===== src/verilog/smc_pkg.sv =====
// Purpose: Shared constants, carriers and helpers for the serial peripheral core.
// Assumes: Word length field counts extra bits above the minimum word of eight.
// Notes:   Chip selects are active low; all ones means no peripheral selected.
package smc_pkg;

  localparam int          SMC_DATA_W     = 16;
  localparam int          SMC_PCS_W      = 4;
  localparam int          SMC_MIN_BITS   = 8;
  localparam int          SMC_BITS_W     = 4;
  localparam int          SMC_DIV_W      = 8;
  localparam int          SMC_DLY_W      = 8;
  localparam int          SMC_DLY_CNT_W  = 13;
  localparam int          SMC_EDGE_W     = 6;
  localparam int          SMC_FIFO_DEPTH = 16;
  localparam int          SMC_SYNC_N     = 4;
  // Inter-transfer delay unit in core clock cycles.
  localparam int          SMC_DELAY_UNIT = 32;
  localparam logic [3:0]  SMC_CS_IDLE    = 4'hF;
  localparam logic [4:0]  SMC_MAX_BITS   = 5'h10;
  localparam logic [15:0] SMC_SHIFT_RST  = 16'h0000;

  typedef struct packed {
    logic [SMC_PCS_W-1:0]  peripheral_select_field;
    logic [SMC_DATA_W-1:0] data;
  } smc_tx_word_t;

  typedef struct packed {
    logic tx_holding_empty;
    logic tx_idle;
    logic rx_full;
    logic rx_overrun;
  } smc_status_t;

  typedef enum logic [1:0] {
    SMC_IDLE,
    SMC_SHIFT,
    SMC_DELAY
  } smc_state_t;

  // Only the lowest numbered low bit of a select field drives its line low.
  function automatic logic [3:0] smc_cs_decode(input logic [3:0] peripheral_select_field);
    logic [3:0] cs;
    cs = SMC_CS_IDLE;
    for (int i = SMC_PCS_W - 1; i >= 0; i--) begin
      if (!peripheral_select_field[i]) begin
        cs = SMC_CS_IDLE;
        cs[i] = 1'b0;
      end
    end
    return cs;
  endfunction

  // Places a word so that its top bit leaves first from bit fifteen.
  function automatic logic [15:0] smc_align(input logic [15:0] data, input logic [4:0] nbits);
    logic [4:0] pad;
    pad = SMC_MAX_BITS - nbits;
    return data << pad;
  endfunction

  function automatic logic [15:0] smc_mask(input logic [15:0] data, input logic [4:0] nbits);
    logic [15:0] keep;
    keep = ~(16'hFFFF << nbits);
    return data & keep;
  endfunction

endpackage

===== src/verilog/smc_core.sv =====
// Purpose: Serial peripheral core working as bus master or slave.
// Assumes: Control inputs come from logic on core_clk_in; pins are asynchronous.
// Notes:   Output enables are active low; the bench resolves the shared wires.
// Behaviour
// RL1: Master select one drives clock, selects, MOSI.
// RL2: Master select zero: slave, MISO driven, clock input.
// RL3: Slave uses select zero; selects one-three undriven.
// RL4: Baud generator runs only in master mode.
// RL5: Polarity and phase choose launch/sample edges.
// RL6: Four modes from polarity and phase bits.
// RL7: Both ends share mode; master reconfigures per slave.
// RL8: Master drives addressed select and serial clock.
// RL9: Transmit holding, receive holding, one shift register.
// RL10: Transmit write starts master transfer immediately.
// RL11: Receive on every bit while transmitting.
// RL12: No transfer when select field selects nobody.
// RL13: Held word waits, then loads after transfer.
// RL14: Holding-empty sets on load, clears on write.
// RL15: Holding-empty flag requests transmit DMA.
// RL16: Idle flag sets once transfers have finished.
// RL17: Idle flag waits out nonzero inter-transfer delay.
// RL18: Receive-full sets on transfer, clears on read.
// RL19: New word before read sets overrun.
// RL20: Overrun blocks receive loads; status read clears.
// RL21: One interrupt request output.
// RL22: Select mode bit picks fixed or per-word select.
// RL23: Eight to sixteen bits per transfer.
// RL24: Slave waits for select low, counts configured bits.
// RL25: Interrupt follows enabled set status flags.
// RL26: Words travel most significant bit first.
`timescale 1ns/1ps
module smc_core #(
  parameter int FIFO_DEPTH = smc_pkg::SMC_FIFO_DEPTH
) (
  input  wire logic                           core_clk_in,
  input  wire logic                           rst_n_in,
  input  wire logic                           enable_in,
  input  wire logic                           master_select_in,
  input  wire logic                           clock_polarity_in,
  input  wire logic                           clock_phase_in,
  input  wire logic [smc_pkg::SMC_BITS_W-1:0] word_bits_in,
  input  wire logic [smc_pkg::SMC_DIV_W-1:0]  baud_div_in,
  input  wire logic [smc_pkg::SMC_DLY_W-1:0]  inter_transfer_delay_in,
  input  wire logic                           peripheral_select_mode_in,
  input  wire logic [smc_pkg::SMC_PCS_W-1:0]  mode_select_field_in,
  input  wire logic                           tx_valid_in,
  input  wire smc_pkg::smc_tx_word_t          tx_word_in,
  output logic                                tx_ready_out,
  input  wire logic                           rx_read_in,
  input  wire logic                           status_read_in,
  output logic [smc_pkg::SMC_DATA_W-1:0]      rx_data_out,
  output smc_pkg::smc_status_t                status_out,
  input  wire smc_pkg::smc_status_t           irq_enable_in,
  output logic                                irq_out,
  output logic                                dma_tx_req_out,
  input  wire logic                           sclk_in,
  output logic                                sclk_out,
  output logic                                sclk_oe_n_out,
  input  wire logic                           mosi_in,
  output logic                                mosi_out,
  output logic                                mosi_oe_n_out,
  input  wire logic                           miso_in,
  output logic                                miso_out,
  output logic                                miso_oe_n_out,
  input  wire logic                           cs0_in,
  output logic [smc_pkg::SMC_PCS_W-1:0]       cs_out,
  output logic [smc_pkg::SMC_PCS_W-1:0]       cs_oe_n_out
);

  localparam int SN = smc_pkg::SMC_SYNC_N;
  localparam int IX_MISO = 0;
  localparam int IX_MOSI = 1;
  localparam int IX_SCLK = 2;
  localparam int IX_CS0  = 3;

  smc_pkg::smc_state_t   state_q;
  smc_pkg::smc_tx_word_t thr_q;
  smc_pkg::smc_tx_word_t fifo_word;
  logic                  fifo_valid;
  logic                  fifo_pop;
  logic [SN-1:0]         sync1_q;
  logic [SN-1:0]         sync2_q;
  logic                  sclk_prev_q;
  logic                  cs_prev_q;
  logic                  mst_q;
  logic                  tx_holding_empty_flag_q;
  logic                  tx_idle_q;
  logic                  rx_full_q;
  logic                  ovr_q;
  logic [15:0]           sh_q;
  logic [15:0]           rx_q;
  logic                  samp_q;
  logic [smc_pkg::SMC_EDGE_W-1:0]    edge_q;
  logic [smc_pkg::SMC_DIV_W-1:0]     baud_cnt_q;
  logic [smc_pkg::SMC_DLY_CNT_W-1:0] dly_cnt_q;
  logic                  sclk_q;
  logic [3:0]            cs_q;
  logic                  drv_oe_n_q;
  logic                  miso_oe_n_q;
  logic                  irq_q;
  logic [4:0]            nbits;
  logic [smc_pkg::SMC_EDGE_W-1:0] last_idx;
  logic [smc_pkg::SMC_DIV_W-1:0]  div_m1;
  logic [3:0]            pcs_sel;
  logic                  pcs_ok;
  logic                  start_ok;
  logic                  tick;
  logic                  edge_ev;
  logic                  last_edge;
  logic                  done;
  logic                  lead;
  logic                  din;
  logic                  cs_low_s;
  logic                  cs_fall;
  logic                  dly_zero;
  logic                  dly_done;
  logic                  load_m;
  logic                  load_s;
  logic                  load;
  logic [15:0]           rx_word;
  smc_pkg::smc_status_t  status_now;

  // Transmit words queue here ahead of the holding register.
  smc_fifo #(
    .WIDTH ($bits(smc_pkg::smc_tx_word_t)),
    .DEPTH (FIFO_DEPTH)
  ) u_tx_fifo (
    .core_clk_in   (core_clk_in),
    .rst_n_in      (rst_n_in),
    .in_valid_in   (tx_valid_in),
    .in_data_in    (tx_word_in),
    .in_ready_out  (tx_ready_out),
    .out_valid_out (fifo_valid),
    .out_data_out  (fifo_word),
    .out_ready_in  (fifo_pop)
  );

  always_ff @(posedge core_clk_in or negedge rst_n_in) begin
    if (!rst_n_in) begin
      sync1_q     <= '1;
      sync2_q     <= '1;
      sclk_prev_q <= 1'b1;
      cs_prev_q   <= 1'b1;
    end else begin
      sync1_q     <= {cs0_in, sclk_in, mosi_in, miso_in};
      sync2_q     <= sync1_q;
      sclk_prev_q <= sync2_q[IX_SCLK];
      cs_prev_q   <= sync2_q[IX_CS0];
    end
  end

  assign cs_low_s = !sync2_q[IX_CS0];                              // see RL3
  assign cs_fall  = cs_prev_q && cs_low_s;
  assign din      = mst_q ? sync2_q[IX_MISO] : sync2_q[IX_MOSI];   // see RL1 see RL2

  always_comb begin
    nbits = 5'(smc_pkg::SMC_MIN_BITS) + {1'b0, word_bits_in};      // see RL23 see RL24
    if (nbits > smc_pkg::SMC_MAX_BITS) begin
      nbits = smc_pkg::SMC_MAX_BITS;
    end
  end

  assign last_idx  = {nbits, 1'b0} - 1'b1;
  assign div_m1    = (baud_div_in == '0) ? '0 : baud_div_in - 1'b1;
  assign pcs_sel   = peripheral_select_mode_in ? thr_q.peripheral_select_field : mode_select_field_in; // see RL22
  assign pcs_ok    = smc_pkg::smc_cs_decode(pcs_sel) != smc_pkg::SMC_CS_IDLE;       // see RL12
  assign start_ok  = !tx_holding_empty_flag_q && pcs_ok;
  assign tick      = (state_q == smc_pkg::SMC_SHIFT) && (baud_cnt_q >= div_m1);
  assign edge_ev   = enable_in && (mst_q ? (tick && mst_q)
                                        : (cs_low_s && !cs_fall &&
                                           (sync2_q[IX_SCLK] != sclk_prev_q)));
  assign last_edge = edge_q == last_idx;
  assign done      = edge_ev && last_edge;
  assign lead      = !edge_q[0];
  assign dly_zero  = inter_transfer_delay_in == '0;
  assign dly_done  = dly_cnt_q == '0;
  assign rx_word   = smc_pkg::smc_mask({sh_q[14:0], clock_phase_in ? samp_q : din}, nbits);

  assign load_m = enable_in && mst_q && start_ok &&                // see RL10 see RL13
                  ((state_q == smc_pkg::SMC_IDLE) ||
                   ((state_q == smc_pkg::SMC_SHIFT) && done && dly_zero) ||
                   ((state_q == smc_pkg::SMC_DELAY) && dly_done));
  assign load_s = enable_in && !mst_q && !tx_holding_empty_flag_q && (cs_fall || done);
  assign load   = load_m || load_s;
  assign fifo_pop = fifo_valid && tx_holding_empty_flag_q;

  always_ff @(posedge core_clk_in or negedge rst_n_in) begin
    if (!rst_n_in) begin
      mst_q       <= 1'b0;
      drv_oe_n_q  <= 1'b1;
      miso_oe_n_q <= 1'b1;
    end else begin
      mst_q       <= master_select_in;
      drv_oe_n_q  <= !master_select_in;                            // see RL1 see RL3
      miso_oe_n_q <= master_select_in || !cs_low_s;                // see RL2
    end
  end

  always_ff @(posedge core_clk_in or negedge rst_n_in) begin
    if (!rst_n_in) begin
      state_q <= smc_pkg::SMC_IDLE;
    end else if (!enable_in || !mst_q) begin
      state_q <= smc_pkg::SMC_IDLE;
    end else begin
      unique case (state_q)
        smc_pkg::SMC_IDLE: begin
          if (load_m) begin
            state_q <= smc_pkg::SMC_SHIFT;
          end
        end
        smc_pkg::SMC_SHIFT: begin
          if (done && !dly_zero) begin
            state_q <= smc_pkg::SMC_DELAY;
          end else if (done && !load_m) begin
            state_q <= smc_pkg::SMC_IDLE;
          end
        end
        smc_pkg::SMC_DELAY: begin
          if (dly_done) begin
            state_q <= load_m ? smc_pkg::SMC_SHIFT : smc_pkg::SMC_IDLE; // see RL17
          end
        end
      endcase
    end
  end

  // Baud divider; held at zero whenever the core is not clocking as master.
  always_ff @(posedge core_clk_in or negedge rst_n_in) begin
    if (!rst_n_in) begin
      baud_cnt_q <= '0;
    end else if (!mst_q || state_q != smc_pkg::SMC_SHIFT || tick) begin  // see RL4
      baud_cnt_q <= '0;
    end else begin
      baud_cnt_q <= baud_cnt_q + 1'b1;
    end
  end

  always_ff @(posedge core_clk_in or negedge rst_n_in) begin
    if (!rst_n_in) begin
      dly_cnt_q <= '0;
    end else if (done && mst_q) begin
      dly_cnt_q <= smc_pkg::SMC_DLY_CNT_W'(inter_transfer_delay_in * smc_pkg::SMC_DELAY_UNIT - 1);
    end else if (state_q == smc_pkg::SMC_DELAY && !dly_done) begin
      dly_cnt_q <= dly_cnt_q - 1'b1;
    end
  end

  // Edge counter and serializer shared by both modes.
  always_ff @(posedge core_clk_in or negedge rst_n_in) begin
    if (!rst_n_in) begin
      edge_q <= '0;
      samp_q <= 1'b0;
      sh_q   <= smc_pkg::SMC_SHIFT_RST;
    end else begin
      if (load || cs_fall || done) begin
        edge_q <= '0;
      end else if (edge_ev) begin
        edge_q <= edge_q + 1'b1;
      end
      if (edge_ev && (clock_phase_in ? lead : !lead)) begin        // see RL5 see RL6 see RL7
        samp_q <= din;                                             // see RL11
      end
      if (load) begin
        sh_q <= smc_pkg::smc_align(thr_q.data, nbits);             // see RL9 see RL26
      end else if (done) begin
        sh_q <= rx_word;
      end else if (edge_ev && (clock_phase_in ? !lead : (lead && edge_q != '0))) begin
        sh_q <= {sh_q[14:0], samp_q};                              // see RL11 see RL26
      end
    end
  end

  // Master clock and select pins; clock rests at the polarity level.
  always_ff @(posedge core_clk_in or negedge rst_n_in) begin
    if (!rst_n_in) begin
      sclk_q <= 1'b0;
      cs_q   <= smc_pkg::SMC_CS_IDLE;
    end else begin
      if (state_q == smc_pkg::SMC_SHIFT && edge_ev) begin
        sclk_q <= !sclk_q;                                         // see RL8
      end else if (state_q != smc_pkg::SMC_SHIFT) begin
        sclk_q <= clock_polarity_in;                               // see RL5
      end
      if (load_m) begin
        cs_q <= smc_pkg::smc_cs_decode(pcs_sel);                   // see RL8 see RL22
      end else if (state_q == smc_pkg::SMC_IDLE || !mst_q) begin
        cs_q <= smc_pkg::SMC_CS_IDLE;
      end
    end
  end

  always_ff @(posedge core_clk_in or negedge rst_n_in) begin
    if (!rst_n_in) begin
      tx_holding_empty_flag_q <= 1'b1;
      thr_q  <= '0;
    end else if (fifo_pop) begin
      tx_holding_empty_flag_q <= 1'b0;                                              // see RL14
      thr_q  <= fifo_word;
    end else if (load) begin
      tx_holding_empty_flag_q <= 1'b1;                                              // see RL14
    end
  end

  // Receive holding; overrun keeps the old word and blocks further loads.
  always_ff @(posedge core_clk_in or negedge rst_n_in) begin
    if (!rst_n_in) begin
      rx_q      <= '0;
      rx_full_q <= 1'b0;
      ovr_q     <= 1'b0;
    end else begin
      if (done && !rx_full_q && !ovr_q) begin
        rx_q <= rx_word;                                           // see RL20
      end
      if (done && !rx_full_q && !ovr_q) begin
        rx_full_q <= 1'b1;                                         // see RL18
      end else if (rx_read_in) begin
        rx_full_q <= 1'b0;
      end
      if (done && (rx_full_q || ovr_q)) begin
        ovr_q <= 1'b1;                                             // see RL19
      end else if (status_read_in) begin
        ovr_q <= 1'b0;                                             // see RL20
      end
    end
  end

  always_comb begin
    status_now.tx_holding_empty = tx_holding_empty_flag_q;
    status_now.tx_idle          = tx_idle_q;
    status_now.rx_full          = rx_full_q;
    status_now.rx_overrun       = ovr_q;
  end

  always_ff @(posedge core_clk_in or negedge rst_n_in) begin
    if (!rst_n_in) begin
      tx_idle_q <= 1'b1;
      irq_q     <= 1'b0;
    end else begin
      tx_idle_q <= tx_holding_empty_flag_q && !load && (mst_q ? state_q == smc_pkg::SMC_IDLE   // see RL16
                                             : !cs_low_s);
      irq_q     <= |(status_now & irq_enable_in);                  // see RL21 see RL25
    end
  end

  assign rx_data_out    = rx_q;
  assign status_out     = status_now;
  assign irq_out        = irq_q;
  assign dma_tx_req_out = tx_holding_empty_flag_q;                                  // see RL15
  assign sclk_out       = sclk_q;
  assign sclk_oe_n_out  = drv_oe_n_q;
  assign mosi_out       = sh_q[15];
  assign mosi_oe_n_out  = drv_oe_n_q;
  assign miso_out       = sh_q[15];
  assign miso_oe_n_out  = miso_oe_n_q;
  assign cs_out         = cs_q;
  assign cs_oe_n_out    = {smc_pkg::SMC_PCS_W{drv_oe_n_q}};

  function automatic logic tx_holding_empty_now();
    return tx_holding_empty_flag_q;
  endfunction
endmodule


===== src/verilog/smc_fifo.sv =====
// Purpose: Word FIFO with a registered output slot.
// Assumes: DEPTH is a power of two.
// Notes:   in_ready_out and out_valid_out are registered.
`timescale 1ns/1ps
module smc_fifo #(
  parameter int WIDTH = 20,
  parameter int DEPTH = 16
) (
  input  wire logic             core_clk_in,
  input  wire logic             rst_n_in,
  input  wire logic             in_valid_in,
  input  wire logic [WIDTH-1:0] in_data_in,
  output logic                  in_ready_out,
  output logic                  out_valid_out,
  output logic      [WIDTH-1:0] out_data_out,
  input  wire logic             out_ready_in
);

  localparam int AW = $clog2(DEPTH);

  logic [WIDTH-1:0] mem_q [DEPTH];
  logic [AW-1:0]    wr_ptr_q;
  logic [AW-1:0]    rd_ptr_q;
  logic [AW:0]      count_q;
  logic [AW:0]      count_d;
  logic             push;
  logic             pop;

  assign push = in_valid_in && in_ready_out;
  assign pop  = (count_q != '0) && (!out_valid_out || out_ready_in);

  always_comb begin
    count_d = count_q;
    if (push && !pop) begin
      count_d = count_q + 1'b1;
    end else if (pop && !push) begin
      count_d = count_q - 1'b1;
    end
  end

  always_ff @(posedge core_clk_in) begin
    if (push) begin
      mem_q[wr_ptr_q] <= in_data_in;
    end
  end

  always_ff @(posedge core_clk_in or negedge rst_n_in) begin
    if (!rst_n_in) begin
      wr_ptr_q     <= '0;
      rd_ptr_q     <= '0;
      count_q      <= '0;
      in_ready_out <= 1'b0;
    end else begin
      wr_ptr_q     <= push ? wr_ptr_q + 1'b1 : wr_ptr_q;
      rd_ptr_q     <= pop ? rd_ptr_q + 1'b1 : rd_ptr_q;
      count_q      <= count_d;
      in_ready_out <= count_d < (AW + 1)'(DEPTH);
    end
  end

  // The output slot refills whenever it is empty or being taken.
  always_ff @(posedge core_clk_in or negedge rst_n_in) begin
    if (!rst_n_in) begin
      out_valid_out <= 1'b0;
      out_data_out  <= '0;
    end else if (pop) begin
      out_valid_out <= 1'b1;
      out_data_out  <= mem_q[rd_ptr_q];
    end else if (out_ready_in) begin
      out_valid_out <= 1'b0;
    end
  end

endmodule


===== config.mk =====
export PLATFORM = sky130hd
export DESIGN_NAME = smc_core
export DESIGN_NICKNAME = d
export VERILOG_FILES = /design/src/verilog/smc_pkg.sv /design/src/verilog/smc_core.sv /design/src/verilog/smc_fifo.sv
export SDC_FILE = /design/constraint.sdc
export NUM_CORES = 1
export LEC_CHECK = 0
export ABC_AREA = 1
export BUFFER_PORTS_ARGS = -buffer_cell sky130_fd_sc_hd__buf_4
export CAP_MARGIN = 0
export CORE_UTILIZATION = 50
export CTS_CLUSTER_SIZE = 12
export DETAILED_ROUTE_END_ITERATION = 7
export PLACE_DENSITY_LB_ADDON = 0.05
export SETUP_SLACK_MARGIN = 0.2
export SYNTH_ARGS = -nofsm -noshare
export SYNTH_HDL_FRONTEND = slang
export SYNTH_SLANG_ARGS = --single-unit

===== constraint.sdc =====
create_clock -name core_clk_in -period 3.1 [get_ports core_clk_in]
set_input_delay 0.155 -clock core_clk_in [delete_from_list [all_inputs] [get_ports core_clk_in]]
set_output_delay 0.155 -clock core_clk_in [all_outputs]
set_load 0.01 [all_outputs]

==> run_results.csv, run 1 <==
group,metric,value,unit
timing,fin_crit,2.65,ns
die,io-pin-count,99,
cells_and_area,layout-drive-gt1-share,15.1,%
synthesis,avgSynthCellArea,11.1,um2
setup_path,cp_max_fo,10,
setup_path,r2r_start,"dly_cnt_q[0]",
timing,finalWorstSetupSlack,0.448,ns
hold_path,hold_path_class,"primary input to register",
setup_path,crit_buf_inv,6,
power,p_leak,9.03,nW
setup_path,arrival,3.10,ns
die,start_util,51.2,%
grt,grt_max_degree,163,
die,die_area,0.0408,mm2
cells_and_area,nets,2037,
setup_path,crit_start,"word_bits_in[3]",
synthesis,syn_nets,1893,
routing,wire_per_inst,19.8,um
synthesis,synth.area.top_cells,"edfxtp_1 (48%), dfrtp_1 (15%), o21ai_0 (6.1%), nor2_1 (4.9%), nand2_1 (4.7%)",
routing,met1_length,21200,um
synthesis,synth_ff_type,"edfxtp_1",
synthesis,synth-edff-count,320,
synthesis,syn_area,0.0200,mm2
routing,route.detailed.drc,0,
routing,wl,49400,um
power,peakVddDrop,0.000650,V
power,power,19.4,mW
grt,antenna_found_initial,0,
routing,top_layer_used,"met4",
timing,fmax,377,MHz
job,cap_violations,0,
setup_path,cp_slowest_cell,"dlygate4sd3_1",
die,die_w,202,um
routing,avgViaCountPerCell,5.59,
clock_tree,cts_max_level,2,
clock_tree,clkLatencyLatePin,0.61,ns
setup_path,r2r-end,"cs_out[0]",
synthesis,async_reset_ff_share,30.4,%
cells_and_area,utilization,60.0,%
cells_and_area,final_common_cell,"edfxtp_1",
timing,rsz0062_at_grt,"false",
run_status,status,"finished clean",
place,hpwl,28600,um
routing,wl_met2,24300,um
synthesis,synth.largest_area_cell,"edfxtp_1",
setup_path,cp-start-kind,"primary input",
grt,grt_usage,24.7,%
die,num_rows,72,
synthesis,netlist_instances,1800,
place,place_area,0.0214,mm2
timing,post-route-period-util,85.6,%
synthesis,ys_types,52,
timing,tightest_slew,0.962,ns
cells_and_area,areaGrowthSynthToFinish,17.2,%
setup_path,cp_cell_sequence,"dlygate4sd3_1 -> buf_4 -> nor2_1 -> inv_1 -> ha_1 -> ha_1 -> inv_2 -> nand2_1 -> nand2_1 -> nor3_2 -> nand2_1 -> nor2_4 -> nand3_4 -> inv_2 -> nand2_2 -> nand2_2 -> inv_1 -> o21ai_0 -> nand3_1",
timing,whs,0.0293,ns
cells_and_area,nFillCells,3217,
synthesis,synth_top_area_share,48.0,%
cells_and_area,design_area,0.0235,mm2
synthesis,yosys_register_bits,460,
die,die_h,202,um
clock_tree,numCtsBuffers,49,
setup_path,path_common_cell,"nand2_1",
clock_tree,cts_buffer_depth,3,
setup_path,end_kind,"register",
clock_tree,tritoncts,"done",
place,pre_cts_slack,-0.0497,ns
timing,slew_headroom,35.9,%
routing,postRouteAntennaNets,0,
setup_path,path_depth,19,
routing,route.met3.wl,2540,um
place,port_buffers,98,
synthesis,seq_area_frac_synth,65.7,%
clock_tree,cts-root-buf,"clkbuf_16",
die,fp.coreArea,0.0391,mm2
routing,num_vias,14000,
grt,grt_pass1_vias,13800,
routing,first_pass_iters,5,
timing,skew,0.0456,ns
timing,final-max-slew-violation-count,0,
place,gp_congestion,0.872,
cells_and_area,final_cell_mix,"edfxtp_1 (320), nand2_1 (253), nor2_1 (243), o21ai_0 (243), buf_4 (143)",
clock_tree,clk_pin_slew,0.06,ns
routing,drt_iter0_markers,1067,
timing,hold_violations,0,
clock_tree,cts_sinks,460,
synthesis,ys_warn_count,0,
setup_path,endpoint,"dly_cnt_q[2]",
setup_path,cp_top_family,"simple AND/OR/NAND/NOR gates",
power,cellPowerDensity,825,mW/mm2
cells_and_area,antenna_cells,0,
setup_path,path_class,"primary input to register",
setup_path,slowest_delay,0.53,ns
grt,gr-total-overflow,0,
grt,grt_pass1_wl,77600,um
setup_path,r2r_setup_slack,0.73,ns
setup_path,worstPathRequired,3.55,ns
setup_path,ff2ff_path_depth,14,
cells_and_area,multi_input_area,0.00603,mm2
timing,setup_viol,0,
cells_and_area,seqCellArea,0.0131,mm2
cell usage after synthesis (4+ instances only):
master    instances
a21oi_1          21
a31oi_1          23
buf_4            13
buf_6             5
clkbuf_1         78
dfrtp_1         122
dfstp_2          18
edfxtp_1        320
ha_1             31
inv_1            98
inv_2             7
mux2_2            6
mux2i_1           5
nand2_1         253
nand2_2           8
nand3_1          69
nand4_1          10
nor2_1          259
nor3_1           13
o211ai_1         33
o21ai_0         243
o21ai_1           8
o221ai_1         57
o22ai_1          27
or2_2             4
xor2_1           26
metrics by stage:
step / std cells / setup TNS, ns
after floorplan: 1800 / 0
after global placement: 2366 / 0
after detailed placement: 2366 / -0.708
after CTS: 2500 / 0
after global routing: 2500 / 0
final: 2500 / 0
cell type report:
| class | count | area share, % |
|---|---|---|
| clock buffers | 74 | 6.02 |
| clock inverters | 15 | 0.725 |
| inverters | 109 | 1.78 |
| multi-input cells | 1130 | 25.7 |
| repair buffers | 194 | 6.97 |
| flip-flops and latches | 460 | 56.0 |
| well taps | 518 | 2.76 |
cell families (layout without fill, tap and decap cells):
kind of cell | count (synthesis) | in the layout | synth area share (%)
simple gates | 635 | 635 | 13.5
flops | 460 | 460 | 65.7
compound gates | 422 | 422 | 12.5
buf+inv | 210 | 392 | 4.42
fa+ha+maj | 31 | 31 | 1.94
xor+xnor | 30 | 30 | 1.35
mux | 12 | 12 | 0.663
worst min-delay path, stage by stage:
cell and delay [ns]:
buf_4 0.09, mux2i_1 0.06, nand3_1 0.11, o22a_1 0.15
power by group:
group          switching, mW  internal [mW]
Clock                   2.40           3.33
Combinational           3.89           1.83
Sequential             0.476           7.43
worst min-delay path by stage:
| stage | startpoint | to | slack (ns) | cells after the start |
|---|---|---|---|---|
| floorplan | rst_n_in | baud_cnt_q[0] | -0.14 | 0 |
| global placement | rst_n_in | baud_cnt_q[2] | 0.27 | 1 |
| detailed placement | rst_n_in | baud_cnt_q[2] | 0.27 | 1 |
| CTS | inter_transfer_delay_in[6] | dly_cnt_q[11] | 0.0007 | 5 |
| global route | inter_transfer_delay_in[6] | dly_cnt_q[12] | 0.04 | 5 |
| finish | mode_select_field_in[3] | cs_out[3] | 0.03 | 4 |
what timing repair did:
action,CTS,global route
hold endpoints to repair,400,0
gates resized for setup,0,1
setup buffers,0,0
setup endpoints to repair,0,2
hold buffers,45,0
metal layers:
layer,vias to the layer above,track usage [%]
met5,-,0
met4,0,8.14
met3,110,3.79
met2,389,42.3
met1,6809,32.3
li1,6656,-
registers in the layout (all words and copies together) (netlist names), 2 cells and up:
| register | count |
|---|---|
| state_q | 2 |
| cs_out | 4 |
| thr_q | 20 |
| baud_cnt_q | 8 |
| sh_q | 16 |
| u_tx_fifo.mem_q | 320 |
| u_tx_fifo.count_q | 5 |
| sync1_q | 4 |
| u_tx_fifo.rd_ptr_q | 4 |
| dly_cnt_q | 13 |
| u_tx_fifo.out_data_out | 20 |
| rx_data_out | 16 |
| u_tx_fifo.wr_ptr_q | 4 |
| sync2_q | 4 |
| edge_q | 6 |
Power figures use the tool's default switching activity.
==> run 2: changes to the inputs <==
CTS_CLUSTER_DIAMETER = 120   (was not set)
HOLD_SLACK_MARGIN = 0.05   (was not set)
==> run 2 against run 1 <==
Non-clock buffer count grew 11; global-route usage up 0.068 points; register-to-register slack worse by 0.03 ns; largest cell class unchanged; clock power decreased by 12%; first-iteration DRC count is 9.4% higher; critical path type unchanged.
==> run_results.csv, run 2 (synthesis gave the netlist of run 1 again) <==
group,metric,value,unit
setup_path,cp-start-kind,"primary input",
power,power,18.7,mW
setup_path,r2r_setup_slack,0.70,ns
die,fp.coreArea,0.0391,mm2
setup_path,r2r-end,"u_tx_fifo.in_ready_out",
cells_and_area,areaGrowthSynthToFinish,16.6,%
die,num_rows,72,
routing,wl,49600,um
die,io-pin-count,99,
cells_and_area,layout-drive-gt1-share,14.5,%
power,cellPowerDensity,802,mW/mm2
clock_tree,clkLatencyLatePin,0.58,ns
clock_tree,cts_max_level,2,
timing,post-route-period-util,91.0,%
hold_path,hold_path_class,"primary input to register",
timing,slew_headroom,34.5,%
grt,grt_max_degree,163,
setup_path,path_class,"primary input to register",
timing,fmax,354,MHz
hold_path,worstHoldStart,"enable_in",
clock_tree,cts_buffer_depth,3,
cells_and_area,final_cell_mix,"edfxtp_1 (320), nand2_1 (252), o21ai_0 (243)",
grt,antenna_found_initial,0,
die,die_h,202,um
die,die_area,0.0408,mm2
cells_and_area,nets,2043,
job,cap_violations,0,
timing,hold_violations,0,
routing,first_pass_iters,5,
timing,fin_crit,2.82,ns
grt,gr-total-overflow,0,
clock_tree,tritoncts,"done",
routing,avgViaCountPerCell,5.57,
run_status,status,"finished clean",
hold_path,min_to,"state_q[1]",
place,port_buffers,98,
die,die_w,202,um
routing,num_vias,13900,
setup_path,cp_max_fo,6,
die,start_util,51.2,%
grt,use_met1,32.4,%
grt,busiest_layer,"met2",
setup_path,end_kind,"register",
timing,final-max-slew-violation-count,0,
timing,skew,0.0163,ns
timing,whs,0.0796,ns
cells_and_area,regMostFlops,"u_tx_fifo.mem_q",
timing,tightest_slew,0.983,ns
grt,grt_pass1_wl,77800,um
cells_and_area,antenna_cells,0,
clock_tree,cts-root-buf,"clkbuf_16",
power,p_leak,8.93,nW
cells_and_area,nFillCells,3237,
grt,gr-usage-met2,42.4,%
routing,wire_per_inst,19.8,um
cells_and_area,largest_registers,"u_tx_fifo.mem_q x320, thr_q x20, u_tx_fifo.out_data_out x20",
routing,postRouteAntennaNets,0,
timing,setup_tns,0,ns
hold_path,hold_path_depth,5,
place,hpwl,28600,um
setup_path,arrival,3.32,ns
timing,setup_viol,0,
routing,route.detailed.drc,0,
clock_tree,clk_pin_slew,0.06,ns
setup_path,r2r_start,"u_tx_fifo.count_q[0]",
timing,rsz0062_at_grt,"false",
setup_path,ff2ff_path_depth,10,
grt,met3_usage,4.27,%
place,gp_congestion,0.872,
cells_and_area,final_common_cell,"edfxtp_1",
power,peakVddDrop,0.000676,V
grt,grt_pass1_vias,13800,
cells_and_area,largest_reg_flops,320,
setup_path,worstPathRequired,3.60,ns
clock_tree,numCtsBuffers,44,
clock_tree,cts_sinks,460,
grt,grt_usage,24.8,%
routing,drt_iter0_markers,1167,
## run 2: through the flow
| stage | std cells | worst slack [ns] | instance area (um2) | utilization (%) |
|---|---|---|---|---|
| after floorplan | 1800 | 0.310 | 20000 | - |
| after global placement | 2366 | 0.0194 | 21400 | 54.8 |
| after detailed placement | 2366 | -0.0497 | 21400 | 54.8 |
| after CTS | 2502 | 0.241 | 23300 | 59.5 |
| after global routing | 2504 | 0.183 | 23300 | 59.7 |
| final | 2504 | 0.278 | 23300 | 59.7 |
## run 2: area by class of cell
cell class / instances / area [um2] / share of cell area (%)
sequential: 460 / 13100 / 56.3
timing repair buffer: 205 / 1750 / 7.49
inverter: 109 / 417 / 1.79
clock buffer: 79 / 1250 / 5.38
tap: 518 / 648 / 2.78
clock inverter: 3 / 48.8 / 0.209
multi-input combinational: 1130 / 6070 / 26.0
## run 2: worst max-delay path by stage
stage | start | to | slack (ns) | cells past startpoint
final | peripheral_select_mode_in | cs_out[2] | 0.28 | 15
after global routing | peripheral_select_mode_in | cs_out[2] | 0.18 | 15
after global placement | baud_div_in[0] | sh_q[10] | 0.02 | 28
after floorplan | baud_div_in[0] | sh_q[9] | 0.31 | 25
after CTS | peripheral_select_mode_in | sh_q[10] | 0.24 | 17
after detailed placement | baud_div_in[0] | sh_q[1] | -0.05 | 27
## run 2: where the power goes
group          total, mW  internal (mW)  switching (mW)
clock               5.04           2.75            2.29
combinational       5.77           1.86            3.91
sequential          7.90           7.42           0.477
## run 2: repair_timing
item / in CTS / in global routing
endpoints found under the setup margin: 0 / 30
buffers inserted: 0 / 2
hold buffers: 54 / 0
resized for setup: 0 / 10
endpoints found under the hold margin: 408 / 0
## run 2: critical path, stage by stage
cell and delay, ns:
dlygate4sd3_1 0.56, buf_4 0.16, inv_1 0.06, nand2_1 0.05
dlygate4sd3_1 0.55, nand2_1 0.05, dlygate4sd3_1 0.56, inv_1 0.09
nor2_4 0.12, nand3_2 0.12, a31oi_4 0.22, nand2_4 0.12
buf_4 0.17, nor4_1 0.25, nor2_1 0.07
## run 2: metal layers
metal / share of wire, % / vias up
li1: - / 6665
met1: 43 / 6818
met3: 5.1 / 90
met2: 49 / 374
met4: 2.3 / 0
met5: 0 / -
